[src/hdl/tla_pkg.sv]
/*
 package of the two-level interrupt arbiter: widths, timing counts,
 state codes and the grant carrier of the winner decode.
 assumes a single 200 MHz system clock and a synchronous core reset.
*/
package tla_pkg;

   localparam int N_SRC          = 8;
   localparam int SRC_W          = $clog2(N_SRC);
   localparam int CLK_PERIOD_PS  = 5000;
   localparam int DETECT_CYC     = 1;
   localparam int CALL_CYC       = 4;
   localparam int BEST_RESP_CYC  = 5;
   localparam int WORST_RESP_CYC = 18;
   localparam int MAX_INSTR_CYC  = 8;
   localparam int CNT_W          = 3;
   localparam logic [CNT_W-1:0] CALL_LAST =
      CNT_W'(CALL_CYC - 1);
   localparam logic [N_SRC-1:0] PRIO_RESET = 8'h00;

   typedef enum logic [1:0]
   {
      ST_IDLE = 2'b00,
      ST_CALL = 2'b01,
      ST_HOLD = 2'b11
   } tla_state_e;

   typedef struct packed
   {
      logic             active;
      logic             high;
      logic [SRC_W-1:0] src;
   } tla_grant_s;

endpackage

[src/hdl/tla_arbiter.sv]
/*
 two-level interrupt arbiter: priority bits, per-cycle decode,
 preemption, tie break and call timing toward the core.
 assumes the core pulses instr_done_i at each instruction end and
 return_from_interrupt_i as the return-from-interrupt instruction completes; all
 inputs come from logic on sys_clk_i.
*/
// Behaviour
// - every source owns a writable bit choosing low or high level.
// - a pending high request preempts a running low routine.
// - a running high routine is never preempted.
// - after reset all sources sit at low priority.
// - of simultaneous requests the higher level wins.
// - same-level ties use a fixed hardwired source order.
// - requests are sampled and decoded every clock cycle.
// - best response is one detect cycle plus a four-cycle call.
// - after a return one more instruction runs before the next call.
// - worst response is 18 cycles: detect, return, divide, call.
// - an equal or higher running routine holds off a new request.
// - the core ends any instruction within eight cycles.
module tla_arbiter
#(
   parameter int N = tla_pkg::N_SRC
)
(
   input  wire logic                          sys_clk_i,
   input  wire logic                          reset_n_i,
   input  wire logic [N-1:0]                  pend_i,
   input  wire logic [N-1:0]                  enable_i,
   input  wire logic                          prio_wr_i,
   input  wire logic [N-1:0]                  prio_wdata_i,
   input  wire logic                          instr_done_i,
   input  wire logic                          return_from_interrupt_i,
   output logic [N-1:0]                       prio_o,
   output logic                               call_o,
   output logic                               call_busy_o,
   output logic [$clog2(N)-1:0]               call_src_o,
   output logic                               in_low_o,
   output logic                               in_high_o
);

   // refuse widths the decode cannot serve
   if (N < 2 || N > tla_pkg::N_SRC)
   begin : g_bad_n
      $error("tla_arbiter: N out of range");
   end

   localparam int SW = $clog2(N);

   tla_pkg::tla_state_e  state;
   tla_pkg::tla_state_e  next_state;
   logic [N-1:0]         prio;
   logic [N-1:0]         next_prio;
   logic [N-1:0]         req;
   logic [N-1:0]         next_req;
   logic                 in_low;
   logic                 next_in_low;
   logic                 in_high;
   logic                 next_in_high;
   logic [2:0]           cnt;
   logic [2:0]           next_cnt;
   logic [SW-1:0]        src;
   logic [SW-1:0]        next_src;
   logic                 call;
   logic                 next_call;
   tla_pkg::tla_grant_s  win;
   // call in progress, held in a flop for the output
   logic                 busy;
   logic                 next_busy;
   // winner may enter this cycle
   logic                 accept;

   // priority bits, one per source
   always_comb
   begin
      next_prio = prio;
      if (prio_wr_i)
         next_prio = prio_wdata_i;
   end

   // winner of the registered request set
   always_comb
   begin
      win = '0;
      for (int i = N - 1; i >= 0; i--)
      begin
         if (req[i] && !prio[i] && !(win.active && win.high))
         begin
            win.active = 1'b1;
            win.src    = tla_pkg::SRC_W'(i);
         end
      end
      for (int i = N - 1; i >= 0; i--)
      begin
         if (req[i] && prio[i])
         begin
            win.active = 1'b1;
            win.high   = 1'b1;
            win.src    = tla_pkg::SRC_W'(i);
         end
      end
   end

   // entry only at an instruction boundary
   always_comb
   begin
      accept = 1'b0;
      if (win.active && instr_done_i)
      begin
         if (!in_high)
            accept = win.high || !in_low;
      end
   end

   always_comb
   begin
      next_req     = pend_i & enable_i;
      next_state   = state;
      next_in_low  = in_low;
      next_in_high = in_high;
      next_cnt     = cnt;
      next_src     = src;
      next_call    = 1'b0;
      unique case (state)
         tla_pkg::ST_IDLE:
         begin
            if (accept)
            begin
               next_state = tla_pkg::ST_CALL;
               next_src   = SW'(win.src);
               next_cnt   = '0;
            end
         end
         tla_pkg::ST_CALL:
         begin
            next_cnt = cnt + 3'd1;
            if (cnt == tla_pkg::CALL_LAST)
            begin
               next_call  = 1'b1;
               next_state = tla_pkg::ST_IDLE;
               if (prio[src])
                  next_in_high = 1'b1;
               else
                  next_in_low = 1'b1;
            end
         end
         tla_pkg::ST_HOLD:
         begin
            // the one instruction after a return ends here
            if (accept)
            begin
               next_state = tla_pkg::ST_CALL;
               next_src   = SW'(win.src);
               next_cnt   = '0;
            end
            else if (instr_done_i)
            begin
               next_state = tla_pkg::ST_IDLE;
            end
         end
         default:
            next_state = tla_pkg::ST_IDLE;
      endcase
      if (return_from_interrupt_i && state != tla_pkg::ST_CALL)
      begin
         // return leaves the innermost level
         if (in_high)
            next_in_high = 1'b0;
         else
            next_in_low = 1'b0;
         next_state = tla_pkg::ST_HOLD;
      end
      next_busy = (next_state == tla_pkg::ST_CALL);
   end

   always_ff @(posedge sys_clk_i)
   begin
      if (!reset_n_i)
      begin
         state   <= tla_pkg::ST_IDLE;
         prio    <= tla_pkg::PRIO_RESET[N-1:0];
         req     <= '0;
         in_low  <= 1'b0;
         in_high <= 1'b0;
         cnt     <= '0;
         src     <= '0;
         call    <= 1'b0;
         busy    <= 1'b0;
      end
      else
      begin
         state   <= next_state;
         prio    <= next_prio;
         req     <= next_req;
         in_low  <= next_in_low;
         in_high <= next_in_high;
         cnt     <= next_cnt;
         src     <= next_src;
         call    <= next_call;
         busy    <= next_busy;
      end
   end

   assign prio_o      = prio;
   assign call_o      = call;
   assign call_busy_o = busy;
   assign call_src_o  = src;
   assign in_low_o    = in_low;
   assign in_high_o   = in_high;

endmodule // tla_arbiter

[config.mk]
export PLATFORM = sky130hd
export DESIGN_NAME = tla_arbiter
export DESIGN_NICKNAME = d
export VERILOG_FILES = /design/src/hdl/tla_pkg.sv /design/src/hdl/tla_arbiter.sv
export SDC_FILE = /design/constraint.sdc
export NUM_CORES = 1
export LEC_CHECK = 0
export ABC_AREA = 1
export BUFFER_PORTS_ARGS = -buffer_cell sky130_fd_sc_hd__buf_4
export CORE_ASPECT_RATIO = 1.1
export CORE_MARGIN = 2
export CORE_UTILIZATION = 40
export DETAILED_ROUTE_END_ITERATION = 16
export PLACE_DENSITY_LB_ADDON = 0.15
export SETUP_SLACK_MARGIN = 0.4
export SLEW_MARGIN = 20
export SYNTH_ARGS = -nofsm -noshare
export SYNTH_HDL_FRONTEND = slang
export SYNTH_SLANG_ARGS = --single-unit
[constraint.sdc]
create_clock -name sys_clk_i -period 1.8 [get_ports sys_clk_i]
set_clock_uncertainty 0.2 [all_clocks]
set_input_delay 0.36 -clock sys_clk_i [delete_from_list [all_inputs] [get_ports sys_clk_i]]
set_output_delay 0.36 -clock sys_clk_i [all_outputs]
set_load 0.1 [all_outputs]
# After elaboration in Yosys (flattened, before gate mapping)
# Cells that the tools add are included.
classes:
  bitwise_logic: 1
  div: 0
  reduce_logical: 34
  shift: 0
  multipliers: 0
  n_mux: 47
  n_eq_ne: 6
  n_lt_le_gt_ge: 1
  add_sub_neg: 1
op_table:
  columns: ["cell", "n"]
  rows:
  - ["$mux 5", 8]
  - ["$mux 3", 9]
  - ["$mux 1", 22]
  - ["$logic_and 1x1->1", 18]
  - ["$mux 2", 5]
  - ["$logic_not 1->1", 9]
  - ["$and 8x8->8", 1]
  - ["$pmux 2 s3", 1]
  - ["$pmux 3 s2", 1]
  - ["$reduce_and 2->1", 3]
  - ["$eq 2x1->1 const B", 2]
  - ["$lt 3x4->1 const B", 1]
  - ["$ne 2x1->1 const B", 2]
  - ["$add 3x1->3 const B", 1]
  - ["$bmux 1 s3", 1]
  - ["$eq 3x2->1 const B", 1]
  - ["$eq 2x2->1 const B", 1]
  - ["$logic_not 2->1", 1]
  - ["$reduce_bool 2->1", 1]
  - ["$reduce_or 2->1", 1]
  - ["$logic_or 1x1->1", 1]
word_totals:
  elab_cells: 99
  reg_bits: 28
  memories: 0
  output_inout_bits: 15
  inputBits: 29
  latchBits: 0
  ramBits: 0
  romBits: 0

# Longest topological paths before layout
# Gate-level depths: netlist of the first run.
logic_depth:
  ltp_word: 25
  mapped_depth: 18
  mapped_depth_nobuf: 18

# Worst setup path after synthesis of the first run
# OpenSTA, ideal clock, no wires.
synth_path:
  path_kind: "register -> register"
  startpoint: "reg prio[7], in the netlist prio_o[7]"
  endpoint: "reg cnt[1]"
  n_path_buf: 1
  stages_incl_launch_ff: 13
  setup_time_ps: 120
  slack_ps: -656
  t_required_ps: 1480
  synth_period_minus_slack_ps: 2456
  t_arrival_ps: 2136
  cell_sequence: "dfxtp_1 > nand2_1 > nand2_1 > nor2_1 > nand2_1 > o21bai_2 > nand3_2 > or2_1 > buf_6 > nand2_1 > inv_2 > nand2_1 > a21oi_1"
synth_between:
  elab_chain_cells: 22
  word_cells_on_any_way: 25
  cone_classes: "eq/ne: 1; mux: 18; reduce/logical: 6"
synth_lines:
  columns: ["item", "line_no", "text"]
  rows:
  - ["start: declaration", "tla_arbiter.sv:52", "logic [N-1:0] prio;"]
  - ["start signal: assignment", "tla_arbiter.sv:181", "prio <= tla_pkg::PRIO_RESET[N-1:0];"]
  - ["start signal: assignment", "tla_arbiter.sv:193", "prio <= next_prio;"]
  - ["$logic_not 1->1", "tla_arbiter.sv:87", "if (req[i] && !prio[i] && !(win.active && win.high))"]
  - ["$logic_and 1x1->1", "tla_arbiter.sv:87", null]
  - ["$mux 1 (8 in series)", "tla_arbiter.sv:87", null]
  - ["$mux 5 (*) (8 in series)", "tla_arbiter.sv:95", "if (req[i] && prio[i])"]
  - ["$logic_and 1x1->1", "tla_arbiter.sv:108", "if (win.active && instr_done_i)"]
  - ["$mux 1 (*)", "tla_arbiter.sv:108", null]
  - ["$ne 2x1->1 (no source line) (*)", null, null]
  - ["$reduce_and 2->1 (no source line) (*)", null, null]
  - ["end signal: assignment", "tla_arbiter.sv:197", "cnt <= next_cnt;"]
  - ["end: declaration", "tla_arbiter.sv:60", "logic [2:0] cnt;"]
# Mark *: on every way between the ends. The rest lies on a longest branch, timed or not.
# A chain may end at the register's enable or synchronous reset.

# Worst setup path after layout of the first run
layout_path:
  startpoint: "reg prio[6], in the netlist prio_o[6]"
  endpoint: "reg src[0], in the netlist call_src_o[0]"
layout_between:
  elab_chain_cells: 20
  word_cells_on_any_way: 30
  cone_classes: "mux: 24; reduce/logical: 6"
layout_lines:
  columns: ["item", "line_no", "text"]
  rows:
  - ["$logic_not 1->1", "tla_arbiter.sv:87", null]
  - ["$logic_and 1x1->1", "tla_arbiter.sv:87", null]
  - ["$mux 1 (7 in series)", "tla_arbiter.sv:87", null]
  - ["$mux 5", "tla_arbiter.sv:95", null]
  - ["$mux 5 (*) (7 in series)", "tla_arbiter.sv:95", null]
  - ["$logic_and 1x1->1", "tla_arbiter.sv:108", null]
  - ["$mux 1", "tla_arbiter.sv:108", null]
  - ["$reduce_and 2->1 (no source line)", null, null]
  - ["end signal: assignment", "tla_arbiter.sv:198", "src <= next_src;"]
  - ["end: declaration", "tla_arbiter.sv:62", "logic [SW-1:0] src;"]
# Marks and branches as above.

==> summary.md, run 1 <==
| Metric | Value |
|---|---|
| LEAKAGE | 1.08 nW |
| Total Power | 1.58 mW |
| Final hold slack | 0.0123 ns |
| Antenna diode instance count | 0 |
| Synthesized-area fraction occupied by xor and xnor cells | 0 |
| Yosys warning count | 0 |
| Setup CP Type | flop to flop |
| Simple-gate share of the synthesized area | 0.280 |
| CP delay by family, top | simple AND/OR/NAND/NOR gates |
| Total routing usage reported by global routing | 0.188 |
| Initial core utilization | 0.418 |
| Part of the cycle the worst path needs | 0.982 |
| Buffers from clock root to sink, at most | 2 |
| First-pass DRT Iterations | 4 |
| DP Wirelength | ~2500 um |
| Leading area contributor after synthesis | dfxtp_1 |
| Power per unit of standard cell area | approximately 680 nW/um^2 |
| Hold-critical path depth | 3 |
| Per-instance average area after synthesis | 7.00 sq um |
| Critical path capture point type | flop |
| Number of core rows | 22 |
| Synth Net Count | between 200 and 250 |
| Layout area overhead | 65.9% |
| Area of the core | 3330 sq um |
| Number of port buffers | 43 |
| Buffers & Inverters on Critical Path | 2 |
| Worst relative slew slack | 0.733 |
| Ranking of synthesized cells by area | dfxtp_1 (40%), nand2_1 (16%), o21ai_0 (6.8%) |
| Most used standard cell by instance count after synthesis | nand2_1 |
| Worst-Margin Slew | 0.400 ns |
| Maximum net fanout on the critical path | 7 |
| Hold violation total from the final report | 0 |
| RSZ-0062 raised after global routing | yes |
| Chain of cells forming the critical path | inv_4, nand2_4, o21ai_4, nor2_2, inv_1, nor2_2, o21bai_2, nand3_2, or2_4, a21oi_2, nand2_1, a21oi_2 |
| Fill cell total of the finished layout | between 200 and 300 |
| Maximum operating frequency | approximately 570 MHz |
| Antenna violations before repair | 0 |
| Max-cap check violation count | 0 |
| CTS tree | yes |
| Adder-cell area share of the yosys netlist | 0.0539 |
| CP Data Arrival Time | 1.83 ns |
| Worst stage delay on the critical path | 0.39 ns |
| Wire length of the first global-routing pass | about 5500 um |
| FF-to-FF path depth | 12 |
| Remaining DRCs | 0 |
| Congestion Overflow GR | 0 |
| Most used DFF post-synth | dfxtp_1 |
| Complex-gate fraction of the synthesized area | 0.185 |
| Final setup viols | 0 |
| Clock period minus final worst setup slack | 1.77 ns |
| Pin count of the biggest net entering global routing | 16 |
| Width of the die | between 60 and 70 um |
| Combinational family with the most area after synthesis | simple AND/OR/NAND/NOR gates |
| Most common library cells after synthesis | nand2_1 (61), dfxtp_1 (28), o21ai_0 (19) |
| TritonCTS Sinks | 28 |
| Number of synthesized register bits | 28 |
| Share of synthesized area occupied by flip-flops and latches | 0.403 |
| Cell area after synthesis | 1390 sq um |
| Largest voltage drop on the vdd net | 0.000426 V |
| Proportion of netlist area held by the largest area contributor | 0.403 |
| Tightest Hold Check Type | input pin to flop |
| Depth of the CTS H-tree | 1 |
| Critical path depth in cells | 12 |
| Setup TNS after final layout | 0 ns |
| I/O pin count | 44 |
| Multiplexer area fraction after synthesis | 0 |
| Number of clock buffers inserted by TritonCTS | 3 |
| Startpoint kind of the worst setup timing path | flop |
| Number of synthesized flops with an enable pin | 0 |
| Final weighted congestion of routability-driven global placement | 0.823 |
| DR vias/cell | 4.77 |
| Clock latency reported for the late side of the worst-skew pair | 0.34 ns |
| Post-DR wirelength/cell | 11.2 um |
| Slowest cell on crit path | dfxtp_4 |
| Result of the run | finished clean |
| Max Slew Vio Count | 0 |
| Number of violations reported at the end of detailed-routing iteration 0 | 30 |
| Register-to-register setup slack | 0.03 ns |
| DIE HEIGHT | 65.9 um |
| Layout cells sized above 1 | 0.508 |
| Area of the die | 3970 sq um |
| Clock-pin slew on the worst setup and hold paths | 0.16 ns |
| Synth cell types | 27 |
| Clock root buffer master | clkbuf_4 |
| Fraction of registers with async set or reset after synthesis | 0 |
| Wirelength, routed | 3480 um |
| Gate Count Post-Synth | 199 |
| Antenna violation net count after detailed routing | 0 |
| Via count of the first global-routing pass | about 1.3k |
| Count of nets after finishing | 298 |
| Data required time at the worst endpoint | 1.87 ns |
| Detailed-route via count | approximately 1.5k |
-- routing by layer --
metal  GRT usage  wire (um)  vias up
met5           0          0        -
met4      0.0917         65        0
met3      0.0352        110        4
met2       0.323       1810       31
met1       0.218       1490      674
li1            -          -      770
-- final cells by class --
class / instances / area [sq um] / area share
clock buffer: 4 / 36.3 / 0.0157
inverter: 23 / 93.8 / 0.0406
multi-input combinational: 144 / 838 / 0.363
sequential: 28 / 608 / 0.263
tap: 48 / 60.1 / 0.0260
timing repair buffer: 63 / 673 / 0.291
-- power breakdown --
part / internal [mW] / switching, mW
clock: 0.124 / 0.187
combinational: 0.244 / 0.322
sequential: 0.652 / 0.0476
-- kinds of logic (layout without fill, tap and decap cells) --
logic type,Yosys count,count (layout)
AOI/OAI and AO/OA,46,46
DFF,28,28
adders and majority gates,6,6
buffers and inverters,27,90
and+or+nand+nor,92,92
-- cell usage in the layout, fill, tap and decap left out, drive strengths merged --
master,n
a21o,1
a21oi,20
a31oi,2
and3,1
buf,63
clkbuf,4
clkinv,1
dfxtp,28
ha,6
inv,22
nand2,61
nand3,6
nand3b,1
nand4,1
nor2,19
nor3,1
o21ai,21
o21bai,1
o22ai,1
or2,2
-- worst reg2reg max path: stages, from the launching register on --
cell and delay (ns):
dfxtp_4 0.39, inv_4 0.06, nand2_4 0.05, o21ai_4 0.07, nor2_2 0.05, inv_1 0.06
nor2_2 0.04, o21bai_2 0.11, nand3_2 0.09, or2_4 0.29, a21oi_2 0.11, nand2_1 0.07
a21oi_2 0.10
-- flip-flops by register name, indices dropped and copies added, names as in the netlist --
register and cells:
call_o 1, state 2, in_high_o 1, in_low_o 1
cnt 3, call_busy_o 1, prio_o 8, call_src_o 3
req 8
-- timing repair --
action                                  CTS  global route
endpoints found under the setup margin   26            26
buffers inserted                          5             7
hold buffers                              0             0
gates resized for setup                  48            35
pin swaps                                 4             9
-- final timing paths --
check,startpoint,endpoint
max,prio_o[6],call_src_o[0]
min reg2reg,cnt[1],cnt[1]
min,enable_i[7],req[7]
max reg2reg,prio_o[6],call_src_o[0]
-- per-stage QoR --
step / worst slack (ns) / utilization / cells / area, sq um
finish: 0.0321 / 0.693 / 310 / 2310
global route: -0.0740 / 0.693 / 310 / 2310
CTS: 0.0626 / 0.644 / 303 / 2140
detailed placement: -0.00834 / 0.568 / 294 / 1890
global placement: 0.0158 / 0.568 / 294 / 1890
floorplan: -0.0629 / - / 199 / 1470
No activity file was read; power rests on OpenSTA's default activity.
==> inputs of run 2 (changes only) <==
Settings changed: ABC_AREA 1 to 0.
==> run 2 against run 1 <==
  * The run now ends with setup timing left
  * Critical path depth down 5
  * Sequential share of layout area down 1.3 points
  * Flip-flop and latch count unchanged
  * Count of clock-buffer cells in the layout fell by 1
  * Register-to-register slack worse by 0.12 ns
  * Combinational power up 26%
  * Synthesized cell count is 23% lower
  * Non-clock buffer count increased by 12
  * Synthesized area rose by 2.7%
  * Critical path type unchanged
  * Largest cell class unchanged
  * Utilization is 3.2 points higher
  * Design area rose by 6.3%
  * Highest routed layer unchanged
==> summary.md, run 2 <==
| Metric | Value |
|---|---|
| Result of the run | complete, but fails checks |
| Violations in the final reports | setup timing |
| Largest voltage drop on the vdd net | 0.000451 V (+5.9%) |
| Final setup viols | 5 (+5) |
| Per-instance average area after synthesis | 9.35 sq um (+34%) |
| Sequential share of power | 0.422 (-0.022) |
| Final instance count without filler cells | 277 (-11%) |
| Clock-pin slew on the worst setup and hold paths | 0.15 ns (about the same) |
| Layout area overhead | 71.7% |
| Max-cap check violation count | 0 (unchanged) |
| Via count of the first global-routing pass | 1444 (+11%) |
| CTS tree | yes |
| Worst R2R Start | prio_o[6] |
| Most frequent standard cell in the layout excluding fill and tap cells | buf_4 |
| Detailed-route via count | 1428 (-3.4%) |
| Worst Hold Launch | enable_i[5] |
| Post-detailed-placement cell area | 2000 sq um (+6.0%) |
| Part of the cycle the worst path needs | 1.05 (+0.0642) |
| Number of synthesized flops with an enable pin | 0 (unchanged) |
| LEAKAGE | 1.05 nW (-2.7%) |
| Number of synthesized register bits | 28 (unchanged) |
| Setup TNS after final layout | -0.318 ns (-0.318 ns) |
| Number of clock buffers inserted by TritonCTS | 3 (unchanged) |
| Clock latency reported for the late side of the worst-skew pair | 0.32 ns (-0.02 ns) |
| Proportion of netlist area held by the largest area contributor | 0.392 (-0.0106) |
| Tightest Hold Check Type | input pin to flop |
| Leading area contributor after synthesis | dfxtp_1 |
| DP Wirelength | 2850 um (+13%) |
| Most used DFF post-synth | dfxtp_1 |
| Final weighted congestion of routability-driven global placement | 0.771 (-6.3%) |
| DR vias/cell | 5.16 (+8.1%) |
| Clock period minus final worst setup slack | 1.88 ns (+0.115 ns) |
| Cell area after synthesis | 1430 sq um (+2.7%) |
| I/O pin count | 44 (unchanged) |
| RSZ-0062 raised after global routing | yes |
| Layout cells sized above 1 | 0.576 (+0.0688) |
| Worst relative slew slack | 0.782 (+0.0486) |
| Synth cell types | 42 (+56%) |
| Wire length of the first global-routing pass | 6290 um (+14%) |
| Maximum operating frequency | 531 MHz (-6.1%) |
| Remaining DRCs | 0 (unchanged) |
| Switching Fraction | 0.356 (+0.00272) |
| Clock root buffer master | clkbuf_4 |
| Clock network power share | 0.154 (-0.043) |
| Worst r2r dst | call_busy_o |
| Power per unit of standard cell area | 685 nW/um^2 (+0.38%) |
| Number of violations reported at the end of detailed-routing iteration 0 | 55 (+83%) |
| Area of the core | 3390 sq um (+1.7%) |
| Depth of the CTS H-tree | 1 (unchanged) |
| First-pass DRT Iterations | 4 (unchanged) |
| Antenna violation net count after detailed routing | 0 (unchanged) |
| Slowest cell on crit path | dfxtp_4 |
| TritonCTS Sinks | 28 (unchanged) |
| Width of the die | 61.0 um (+1.2%) |
| Cells after DPL | 261 (-11%) |
| Worst-Margin Slew | 0.327 ns (-0.0724 ns) |
| Worst min-delay path endpoint | req[5] |
| Pin count of the biggest net entering global routing | 16 (unchanged) |
| Combined area of the multi-input logic cells | 935 sq um (+11%) |
| Number of core rows | 22 (unchanged) |
| Chain of cells forming the critical path | and2b_2, a2111oi_4, buf_4, a311oi_4, o22ai_1, a211o_1, nor2b_1 |
| Number of port buffers | 43 (unchanged) |
| Synth Net Count | 188 (-20%) |
| Area of the die | 4070 sq um (+2.5%) |
| Most used standard cell by instance count after synthesis | dfxtp_1 |
| Top library cells by usage in the layout, fill and taps aside | buf_4 (54), nor2_1 (15), buf_12 (15), dfxtp_4 (12), nand2_1 (9) |
| Initial core utilization | 0.422 (+0.00429) |
| Final design instance area without fill | 2450 sq um (+6.3%) |
| Psw | 0.598 mW (+7.5%) |
| Relative contribution of combinational cells to total power | 0.424 (+0.065) |
| Total routing usage reported by global routing | 0.206 (+0.0181) |
| Antenna violations before repair | 0 (unchanged) |
| Seq. cell area | 616 sq um (+1.2%) |
| Startpoint kind of the worst setup timing path | flop |
| Share of synthesized area occupied by flip-flops and latches | 0.392 (-0.0106) |
| Congestion Overflow GR | 0 (unchanged) |
| Fraction of registers with async set or reset after synthesis | 0 (unchanged) |
| Critical path capture point type | flop |
| Fill cell total of the finished layout | 255 (-14%) |
| Antenna diode instance count | 0 (unchanged) |
| Cell internal pwr | 1.08 mW (+6.2%) |
| Buffers from clock root to sink, at most | 2 (unchanged) |
| Most common library cells after synthesis | dfxtp_1 (28), nor2_1 (15), inv_1 (11) |
| Hold-critical path depth | 2 (-1) |
| CP Data Arrival Time | 1.95 ns (+0.12 ns) |
| Worst stage delay on the critical path | 0.38 ns (about the same) |
| Setup CP Type | flop to flop |
| FF-to-FF path depth | 7 (-5) |
| Gate Count Post-Synth | 153 (-23%) |
| Wirelength, routed | 3890 um (+12%) |
| Ranking of synthesized cells by area | dfxtp_1 (39%), mux2i_1 (5.6%), ha_1 (5.2%) |
| Register-to-register setup slack | -0.08 ns (-0.12 ns) |
| Final hold slack | 0.0514 ns (+0.0391 ns) |
| Hold violation total from the final report | 0 (unchanged) |
| Post-DR wirelength/cell | 14.0 um (+25%) |
| Data required time at the worst endpoint | 1.87 ns (about the same) |
| Max Slew Vio Count | 0 (unchanged) |
| Smallest setup slack after layout | -0.0834 ns (-0.115 ns) |
| DIE HEIGHT | 66.7 um (+1.3%) |
| Count of nets after finishing | 265 (-11%) |
| Maximum net fanout on the critical path | 4 (-3) |
| Yosys warning count | 0 (unchanged) |
run 2: cell types whose count changed in the layout (fill, tap and decap cells not counted), sizes merged, moves of 4 or more:
| cell | change |
|---|---|
| mux2i | +8 |
| and3 | +7 |
| nand2 | -52 |
| a22o | +4 |
| buf | +12 |
| inv | -11 |
| nor2b | +4 |
| o21ai | -18 |
| a21oi | -11 |
run 2: worst max-delay path by stage:
stage              start       endpoint  slack (ns)  cells past startpoint
3_3_place_gp    state[1]  call_src_o[0]       -0.09                      7
3_5_place_dp    state[1]  call_src_o[0]       -0.18                      7
6_report       prio_o[6]    call_busy_o       -0.08                      7
4_1_cts        prio_o[1]    call_busy_o       -0.06                      7
5_1_grt         state[0]  call_src_o[1]       -0.15                      7
2_1_floorplan  prio_o[6]  call_src_o[2]       -0.16                      6
run 2: critical path: cells and delay by family, from the launching register on:
kind            cells  cell delay (ns)
simple gates        2             0.35
buf+inv             1             0.16
compound gates      4             0.73
flops               1             0.38
run 2: metal layers:
metal,wire length [um],vias to the layer above,track usage
met1,1500,675,0.233
met2,2200,42,0.395
li1,-,707,-
met4,31,0,0.0516
met3,159,4,0.0252
met5,0,-,0
run 2: logic make-up (layout without fill, tap and decap cells):
group,Yosys count,in the layout,synth area share
buffers and inverters,15,91,0.0394
AND/OR/NAND/NOR,56,56,0.218
AO/OA/AOI/OAI,37,37,0.203
multiplexers,11,11,0.0954
adder cells (fa/ha/maj),6,6,0.0525
flip-flops,28,28,0.392
run 2: final cells by class:
| cell class | count | area share |
|---|---|---|
| clock buffer | 3 | 0.00917 |
| tap | 48 | 0.0245 |
| inverter | 12 | 0.0183 |
| sequential | 28 | 0.251 |
| timing repair buffer | 75 | 0.315 |
| multi-input combinational | 110 | 0.381 |
| clock inverter | 1 | 0.00153 |
run 2: stage by stage:
step	setup slack, ns	utilization	total power [mW]
finish	-0.0834	0.725	1.68
global route	-0.145	0.725	1.77
CTS	-0.0650	0.696	1.64
detailed placement	-0.184	0.592	1.28
global placement	-0.0863	0.592	1.27
floorplan	-0.157	-	1.08
run 2: power groups by stage:
stage,Clock (mW),Combinational [mW],Sequential [mW]
after CTS,0.272,0.660,0.708
after global placement,0,0.553,0.715
after detailed placement,0,0.564,0.717
after global routing,0.299,0.760,0.715
after floorplan,0,0.223,0.857
final,0.259,0.714,0.709
run 2: timing repair:
action                     4_1_cts  5_1_grt
pin swaps                        8        8
hold buffers                     0        0
setup endpoints to repair       26       26
setup buffers                    8        4
gates resized for setup         68       14
